## src/acg_pkg.sv

```systemverilog
package acg_pkg;
	localparam int          ACG_ADDR_W          = 8;
	localparam logic [7:0]  ACG_GATES_OFFSET    = 8'h1C;
	localparam logic [7:0]  ACG_BACKUP_OFFSET   = 8'h20;
	localparam logic [31:0] ACG_GATES_RESET     = 32'h0000_0000;
	localparam logic [31:0] ACG_BACKUP_RESET    = 32'h0000_0018;
	// Writable bits of the gating register
	localparam logic [31:0] ACG_GATES_MASK      = 32'h7A7E_4933;
	localparam int          ACG_OSC_ON_BIT      = 0;
	localparam int          ACG_OSC_STABLE_BIT  = 1;
	localparam int          ACG_BYPASS_BIT      = 2;
	localparam int          ACG_DRIVE_LSB       = 3;
	localparam int          ACG_SRC_LSB         = 8;
	localparam int          ACG_CAL_GATE_BIT    = 15;
	localparam int          ACG_SOFT_RST_BIT    = 16;
	localparam logic [1:0]  ACG_DRIVE_RESET     = 2'h3;
	localparam logic [1:0]  ACG_SRC_NONE        = 2'h0;
	// Wait cycles for a back-to-back backup access
	localparam logic [1:0]  ACG_BACKUP_WAITS    = 2'h3;
endpackage : acg_pkg

```

## src/acg_clock_gate_ctrl.sv

```systemverilog
`timescale 1ns/1ps
module acg_clock_gate_ctrl
	import acg_pkg::*;
(
	input  wire logic                  ref_clk,
	input  wire logic                  sys_rst,
	input  wire logic                  calendar_domain_reset,
	input  wire logic [ACG_ADDR_W-1:0] avs_address,
	input  wire logic                  avs_read,
	input  wire logic                  avs_write,
	input  wire logic [31:0]           avs_writedata,
	input  wire logic [3:0]            avs_byteenable,
	output logic      [31:0]           avs_readdata,
	output logic                       avs_waitrequest,
	output logic      [1:0]            avs_response,
	input  wire logic                  periph_busy,
	input  wire logic                  periph_sel_valid,
	input  wire logic [4:0]            periph_sel_bit,
	input  wire logic [31:0]           periph_rdata,
	output logic      [31:0]           periph_rdata_gated,
	input  wire logic                  backup_write_unlock,
	input  wire logic                  slow_ext_osc_ready_pin,
	output logic      [31:0]           periph_clk_en,
	output logic                       slow_ext_osc_on,
	output logic                       slow_ext_bypass,
	output logic      [1:0]            slow_ext_drive_strength,
	output logic      [1:0]            calendar_clock_source,
	output logic                       calendar_clock_gate,
	output logic                       backup_domain_in_reset
);

	function automatic logic [31:0] be_mask(input logic [3:0] be);
		be_mask = {{8{be[3]}}, {8{be[2]}}, {8{be[1]}}, {8{be[0]}}};
	endfunction : be_mask

	logic [31:0] gates_q;
	logic        osc_on_q;
	logic        bypass_q;
	logic [1:0]  drive_q;
	logic [1:0]  src_q;
	logic        cal_gate_q;
	logic        soft_rst_q;
	logic [2:0]  rdy_sync_q;
	logic        stable_q;
	logic [1:0]  wait_cnt_q;
	logic        backup_prev_q;
	logic        done_q;

	wire logic        req       = avs_read | avs_write;
	wire logic        hit_gates = avs_address == ACG_GATES_OFFSET;
	wire logic        hit_back  = avs_address == ACG_BACKUP_OFFSET;
	wire logic [31:0] bm        = be_mask(avs_byteenable);
	wire logic        bkp_rst   = calendar_domain_reset | soft_rst_q;
	logic             accept;

	always_comb begin
		accept = 1'b0;
		if (req && !done_q) begin
			if (hit_gates)
				accept = !periph_busy;
			else if (hit_back)
				accept = !backup_prev_q || (wait_cnt_q == ACG_BACKUP_WAITS);
			else
				accept = 1'b1;
		end
	end

	// Wait counter for back-to-back backup accesses
	always_ff @(posedge ref_clk) begin
		if (sys_rst)
			wait_cnt_q <= 2'h0;
		else if (req && hit_back && backup_prev_q && !accept && !done_q)
			wait_cnt_q <= wait_cnt_q + 2'h1;
		else
			wait_cnt_q <= 2'h0;
	end

	always_ff @(posedge ref_clk) begin
		if (sys_rst)
			backup_prev_q <= 1'b0;
		else if (accept)
			backup_prev_q <= hit_back;
		else if (!req)
			backup_prev_q <= 1'b0;
	end

	// Registered answer; done pulse blocks a second accept so waitrequest drops for one edge
	always_ff @(posedge ref_clk) begin
		if (sys_rst)
			done_q <= 1'b0;
		else
			done_q <= accept;
	end

	always_ff @(posedge ref_clk) begin
		if (sys_rst)
			avs_waitrequest <= 1'b1;
		else
			avs_waitrequest <= !accept;
	end

	always_ff @(posedge ref_clk) begin
		if (sys_rst) begin
			avs_readdata <= 32'h0000_0000;
			avs_response <= 2'h0;
		end else if (accept) begin
			avs_response <= (hit_gates || hit_back) ? 2'h0 : 2'h2;
			if (!avs_read)
				avs_readdata <= 32'h0000_0000;
			else if (hit_gates)
				avs_readdata <= gates_q;
			else if (hit_back)
				avs_readdata <= {15'h0, soft_rst_q, cal_gate_q, 5'h0, src_q, 3'h0,
					drive_q, bypass_q, stable_q, osc_on_q};
			else
				avs_readdata <= 32'h0000_0000;
		end
	end

	always_ff @(posedge ref_clk) begin
		if (sys_rst)
			gates_q <= ACG_GATES_RESET;
		else if (accept && avs_write && hit_gates)
			gates_q <= ((gates_q & ~bm) | (avs_writedata & bm)) & ACG_GATES_MASK;
	end

	always_ff @(posedge ref_clk) begin
		if (sys_rst)
			periph_clk_en <= ACG_GATES_RESET;
		else
			periph_clk_en <= gates_q;
	end

	always_ff @(posedge ref_clk) begin
		if (sys_rst)
			periph_rdata_gated <= 32'h0000_0000;
		else if (periph_sel_valid && gates_q[periph_sel_bit])
			periph_rdata_gated <= periph_rdata;
		else
			periph_rdata_gated <= 32'h0000_0000;
	end

	// Soft reset bit, cleared by domain reset or a write of zero, not by sys_rst
	always_ff @(posedge ref_clk) begin
		if (calendar_domain_reset)
			soft_rst_q <= 1'b0;
		else if (accept && avs_write && hit_back && avs_byteenable[2])
			soft_rst_q <= avs_writedata[ACG_SOFT_RST_BIT];
	end

	always_ff @(posedge ref_clk) begin
		if (bkp_rst)
			drive_q <= ACG_DRIVE_RESET;
		else if (accept && avs_write && hit_back && avs_byteenable[0])
			drive_q <= avs_writedata[ACG_DRIVE_LSB +: 2];
	end

	always_ff @(posedge ref_clk) begin
		if (bkp_rst) begin
			osc_on_q <= ACG_BACKUP_RESET[ACG_OSC_ON_BIT];
			bypass_q <= ACG_BACKUP_RESET[ACG_BYPASS_BIT];
		end else if (accept && avs_write && hit_back && avs_byteenable[0]
				&& backup_write_unlock) begin
			osc_on_q <= avs_writedata[ACG_OSC_ON_BIT];
			bypass_q <= avs_writedata[ACG_BYPASS_BIT];
		end
	end

	always_ff @(posedge ref_clk) begin
		if (bkp_rst)
			src_q <= ACG_SRC_NONE;
		else if (accept && avs_write && hit_back && avs_byteenable[1]
				&& backup_write_unlock && src_q == ACG_SRC_NONE)
			src_q <= avs_writedata[ACG_SRC_LSB +: 2];
	end

	always_ff @(posedge ref_clk) begin
		if (bkp_rst)
			cal_gate_q <= 1'b0;
		else if (accept && avs_write && hit_back && avs_byteenable[1]
				&& backup_write_unlock)
			cal_gate_q <= avs_writedata[ACG_CAL_GATE_BIT];
	end

	always_ff @(posedge ref_clk) begin
		if (sys_rst)
			rdy_sync_q <= 3'h0;
		else
			rdy_sync_q <= {rdy_sync_q[1:0], slow_ext_osc_ready_pin};
	end

	always_ff @(posedge ref_clk) begin
		if (bkp_rst || !osc_on_q)
			stable_q <= 1'b0;
		else if (rdy_sync_q[2] == rdy_sync_q[1])
			stable_q <= rdy_sync_q[2];
	end

	always_ff @(posedge ref_clk) begin
		if (sys_rst) begin
			slow_ext_osc_on         <= 1'b0;
			slow_ext_bypass         <= 1'b0;
			slow_ext_drive_strength <= ACG_DRIVE_RESET;
			calendar_clock_source   <= ACG_SRC_NONE;
			calendar_clock_gate     <= 1'b0;
			backup_domain_in_reset  <= 1'b0;
		end else begin
			slow_ext_osc_on         <= osc_on_q;
			slow_ext_bypass         <= bypass_q;
			slow_ext_drive_strength <= drive_q;
			calendar_clock_source   <= src_q;
			calendar_clock_gate     <= cal_gate_q;
			backup_domain_in_reset  <= bkp_rst;
		end
	end

endmodule : acg_clock_gate_ctrl

```

## config.mk

```make
export PLATFORM = sky130hd
export DESIGN_NAME = acg_clock_gate_ctrl
export DESIGN_NICKNAME = d
export VERILOG_FILES = /design/src/acg_pkg.sv /design/src/acg_clock_gate_ctrl.sv
export SDC_FILE = /design/constraint.sdc
export NUM_CORES = 1
export LEC_CHECK = 0
export BUFFER_PORTS_ARGS = -buffer_cell sky130_fd_sc_hd__buf_2
export CAP_MARGIN = 20
export CORE_MARGIN = 2
export CORE_UTILIZATION = 41
export CTS_BUF_LIST = sky130_fd_sc_hd__clkbuf_16
export CTS_CLUSTER_SIZE = 30
export DETAILED_ROUTE_END_ITERATION = 16
export PLACE_DENSITY = 0.78
export SYNTH_ARGS = -nofsm -noshare
export SYNTH_HDL_FRONTEND = slang
export SYNTH_SLANG_ARGS = --single-unit
export TNS_END_PERCENT = 10
```

## constraint.sdc

```tcl
create_clock -name ref_clk -period 1.9 [get_ports ref_clk]
set_clock_uncertainty 0.1 [all_clocks]
set_input_delay 0.38 -clock ref_clk [delete_from_list [all_inputs] [get_ports ref_clk]]
set_output_delay 0.38 -clock ref_clk [all_outputs]
set_load 0.01 [all_outputs]
```

* Yosys cells after proc, flatten, opt, wreduce, memory -nomap -nowiden
Cells that the tools add are included.
Word-level totals: input port bits 90, output and inout port bits 107, register bits after elaboration 127
Operators by class: equal/unequal tests 5, bitwise operators 8, order comparisons 1, muxes and demuxes 11, add/sub/neg operators 1, reductions and logical operators 26
Operators by type and width (count):
- 31-bit bitwise AND | 2
- 31-bit two-way mux | 2
- 31-bit NOT | 1
- 31-bit OR | 1
- 17-bit two-way mux | 1
- 1-bit logical AND | 15
- 8-bit by 5-bit equality test with 1-bit output, second input constant | 1
- 8-bit by 6-bit equality test with 1-bit output, second input constant | 1
- 5-bit by 6-bit less-than comparator with 1-bit output, second input constant | 1
- 1-bit two-way mux | 6
- 1-bit binary-select mux with 5-bit select | 1
- 1-bit logical NOT | 5
- 2-bit OR reduction | 2
- 1-bit logical OR | 3
- 2-bit by 1-bit adder with 2-bit output, second input constant | 1
- 2-bit equality test, second input constant | 1
- 2-bit logical NOT | 1
- 2-bit two-way mux | 1
- 2-bit by 1-bit inequality test with 1-bit output, second input constant | 1
- 1-bit NOT | 2
- 1-bit OR | 2
- 1-bit equality test | 1

* Logic depth before layout (Yosys ltp)
depth after elaboration 10, depth in mapped cells 7, depth with buffers taken out 6

* Worst setup path after synthesis
No wires, ideal clock.
path kind input port to flip-flop, start input port avs_address[7], end register cal_gate_q, slack -0.137 ns, setup time 0.117 ns, arrival time 1.820 ns, data required time 1.683 ns, stages on the path 6, path buffers 1, path through or4_4 > buf_6 > nor4b_4 > and4_4 > mux2i_1 > nor2_1
Between the ends: longest elaborated chain between the ends 8
RTL lines:
- start: declaration | line acg_clock_gate_ctrl.sv:8 | input wire logic [ACG_ADDR_W-1:0] avs_address,
- 8-bit by 6-bit equality test with 1-bit output | line acg_clock_gate_ctrl.sv:51 | wire logic hit_back = avs_address == ACG_BACKUP_OFFSET;
- 1-bit two-way mux | line acg_clock_gate_ctrl.sv:61 | else if (hit_back)
- 1-bit two-way mux | line acg_clock_gate_ctrl.sv:59 | if (hit_gates)
- 1-bit two-way mux | line acg_clock_gate_ctrl.sv:58 | if (req && !done_q) begin
- 1-bit logical AND | line acg_clock_gate_ctrl.sv:180 | else if (accept && avs_write && hit_back && avs_byteenable[1]
- 1-bit logical AND * (2 in series) | line acg_clock_gate_ctrl.sv:180
- 1-bit logical AND * | line acg_clock_gate_ctrl.sv:181 | && backup_write_unlock)
- end signal: assignment | line acg_clock_gate_ctrl.sv:182 | cal_gate_q <= avs_writedata[ACG_CAL_GATE_BIT];
- end: declaration | line acg_clock_gate_ctrl.sv:41 | logic cal_gate_q;
Mark *: on every way between the ends. The rest lies on a longest branch, timed or not. A chain may end at the register's enable or synchronous reset.

==> results.md <==
- Post-synth top area cell: dfxtp_1
- Avg Inst Size Synth: around 11 um2
- Worst Setup Path Type: reg2reg
- Tmin final: approximately 1.9 ns
- Synthesis Warnings: 0
- Core box area: 9820 um2
- Async set-reset flop share out of synthesis: 0
- Vias/cell: approximately 4.7
- Port Buffers: around 160
- Initial antenna violation count: 0
- # resized after CTS: 0
- Number of synthesized register bits: 117
- TritonCTS Buffers: 17
- Placed cell areas: a little over 5000 um2
- Fill count: 834
- Global-route wire length before repair: 15900 um
- Vias in the first global route: ~3200
- Post-route DRC: 0
- DR iter-0 viols: between 100 and 150
- CTS tree: built
- Die ar.: 10900 um2
- Final hold viol count: 0
- Area contributors post-synth: dfxtp_1 56%, mux2i_1 6.5%, and2_1 4.8%
- Maxcap violations: 0
- Leak pwr: 2.94 nW
- Critical Path Source Type: flip-flop
- Ports: ~200
- Area Growth Syn to Fin: 40.8%
- Power per Cell Area: 1000 nW/um2
- Worst vdd ir: 671 uV
- Share of cells above drive strength 1: 0.422
- Root buffer selected by CTS: clkbuf_16
- Initial Util: 0.423
- Crit share post-route: 0.983
- Final setup vio count: 0
- Ys flop type: dfxtp_1
- Tot GR Track Use: 0.186
- Final nets: 654
- Total gr overflow: 0
- Antenna Cells: 0
- Fin Hold WS: 0.0640 ns
- Hold_buf cts: 0
- Clk slew on worst S/H paths: about 0.05 ns
- Synth top area share: 0.564
- Total iterations of the first detailed-routing run: 4
- Setup crit end kind: flip-flop
- Clk buf depth: 2
- Cell count after synthesis: roughly 370
- DRT Wirelength: 10400 um
- Hold Path Class: in2reg
- Final Max Tran Viols: 0
- Register area share after synthesis: 0.564
- Die width: between 100 and 150 um
- Post-synth EDFFs: 0
- Final HPWL from detailed placement: between 7000 and 8000 um
- Max Fclk: 0.535 GHz
- Worst Path Max Fanout: 8
- Status: complete, no violations
- # rows: 36
- Worst EP required: about 2.1 ns
- Number of distinct library cells after synthesis: 57
- DRT antenna net count: 0
- Postcts setup bufs: 0
- Die Ht: 105 um
- Routability cong.: 0.866
- Vias: approximately 3300
- Latest clock arrival within the worst-skew pair: 0.40 ns
- CTS HTree Levels: 4
- Largest net degree at the start of global routing: 36
- Mapped Area: around 4200 um2
- WL/cell: between 10 and 15 um
- Design area: roughly 5800 um2
- Clk sinks: approximately 120
- WP data arrival: about 2.1 ns
## per-layer routing
layer | vias to the layer above | global-route usage | wire length (um)
met2 | 115 | 0.318 | 5350
met5 | - | 0 | 0
met1 | 1558 | 0.218 | 4380
li1 | 1619 | - | -
met4 | 0 | 0.0810 | 209
met3 | 14 | 0.0505 | 475
## report_power, final
group | internal [mW] | switching [mW] | total, mW
clock | 1.93 | 1.14 | 3.08
combinational | 0.134 | 0.159 | 0.293
sequential | 2.48 | 0.00592 | 2.48
total | 4.54 | 1.31 | 5.85
## critical path, stage by stage, from the launching register on
cell and delay (ns):
dfxtp_2 0.34, and4b_1 0.20, or4_4 0.48, o2111ai_2 0.10
nand3_4 0.18, clkbuf_16 0.21, and2_1 0.15
## layout make-up
cell class / instances / area (um2) / area share
Sequential cell: 117 / 2340 / 0.401
Multi-Input combinational cell: 231 / 1620 / 0.278
Clock buffer: 17 / 425 / 0.0728
Timing Repair Buffer: 190 / 1110 / 0.190
Inverter: 6 / 22.5 / 0.00386
Tap cell: 133 / 166 / 0.0285
Clock inverter: 15 / 153 / 0.0261
## cell families (layout without fill, tap and decap cells)
| group | after synthesis | count (layout) | synth area share |
|---|---|---|---|
| flops | 117 | 117 | 0.564 |
| fa+ha+maj | 2 | 2 | 0.00543 |
| mux | 29 | 29 | 0.0733 |
| buf+inv | 47 | 228 | 0.0708 |
| other cells | 1 | 24 | 0.000904 |
| simple gates | 137 | 137 | 0.210 |
| compound gates | 39 | 39 | 0.0757 |
## cell usage in the layout (no fill, tap or decap), types with 4 or more instances in the layout
cell	instances
buf_4	20
a22o_1	19
buf_12	4
inv_6	4
clkbuf_16	19
buf_2	163
nor2b_1	27
mux2i_1	27
and2_1	32
conb_1	24
nand3_1	4
nand2_1	5
dfxtp_1	115
inv_1	6
nor2_1	30
## cells in the mapped netlist (5+ instances only)
master,instances
nor2_1,30
nand2_1,5
nand3_1,5
nor2b_1,27
dfxtp_1,117
a22o_1,19
and2_1,32
mux2i_1,27
inv_1,6
buf_4,26
clkbuf_1,7
## per-stage QoR
stage | setup slack, ns | cells | power (mW) | utilization | setup TNS (ns)
finish | 0.0324 | 709 | 5.85 | 0.595 | 0
global route | -0.0131 | 709 | 6.06 | 0.595 | -0.118
CTS | 0.0555 | 706 | 5.89 | 0.585 | 0
detailed placement | -0.288 | 674 | 2.81 | 0.526 | -15.05
global placement | -0.274 | 674 | 2.80 | 0.526 | -12.63
floorplan | -0.137 | 395 | 2.69 | - | -3.13
## final timing paths
| path | startpoint | slack [ns] | to | cells past startpoint |
|---|---|---|---|---|
| max | flip-flop | 0.03 | periph_rdata_gated[13] | 6 |
| min | calendar_domain_reset | 0.06 | soft_rst_q | 2 |
| max reg2reg | flip-flop | 0.03 | periph_rdata_gated[13] | 6 |
| min reg2reg | wait_cnt_q[0] | 0.34 | wait_cnt_q[0] | 1 |
Power figures use the tool's default switching activity.
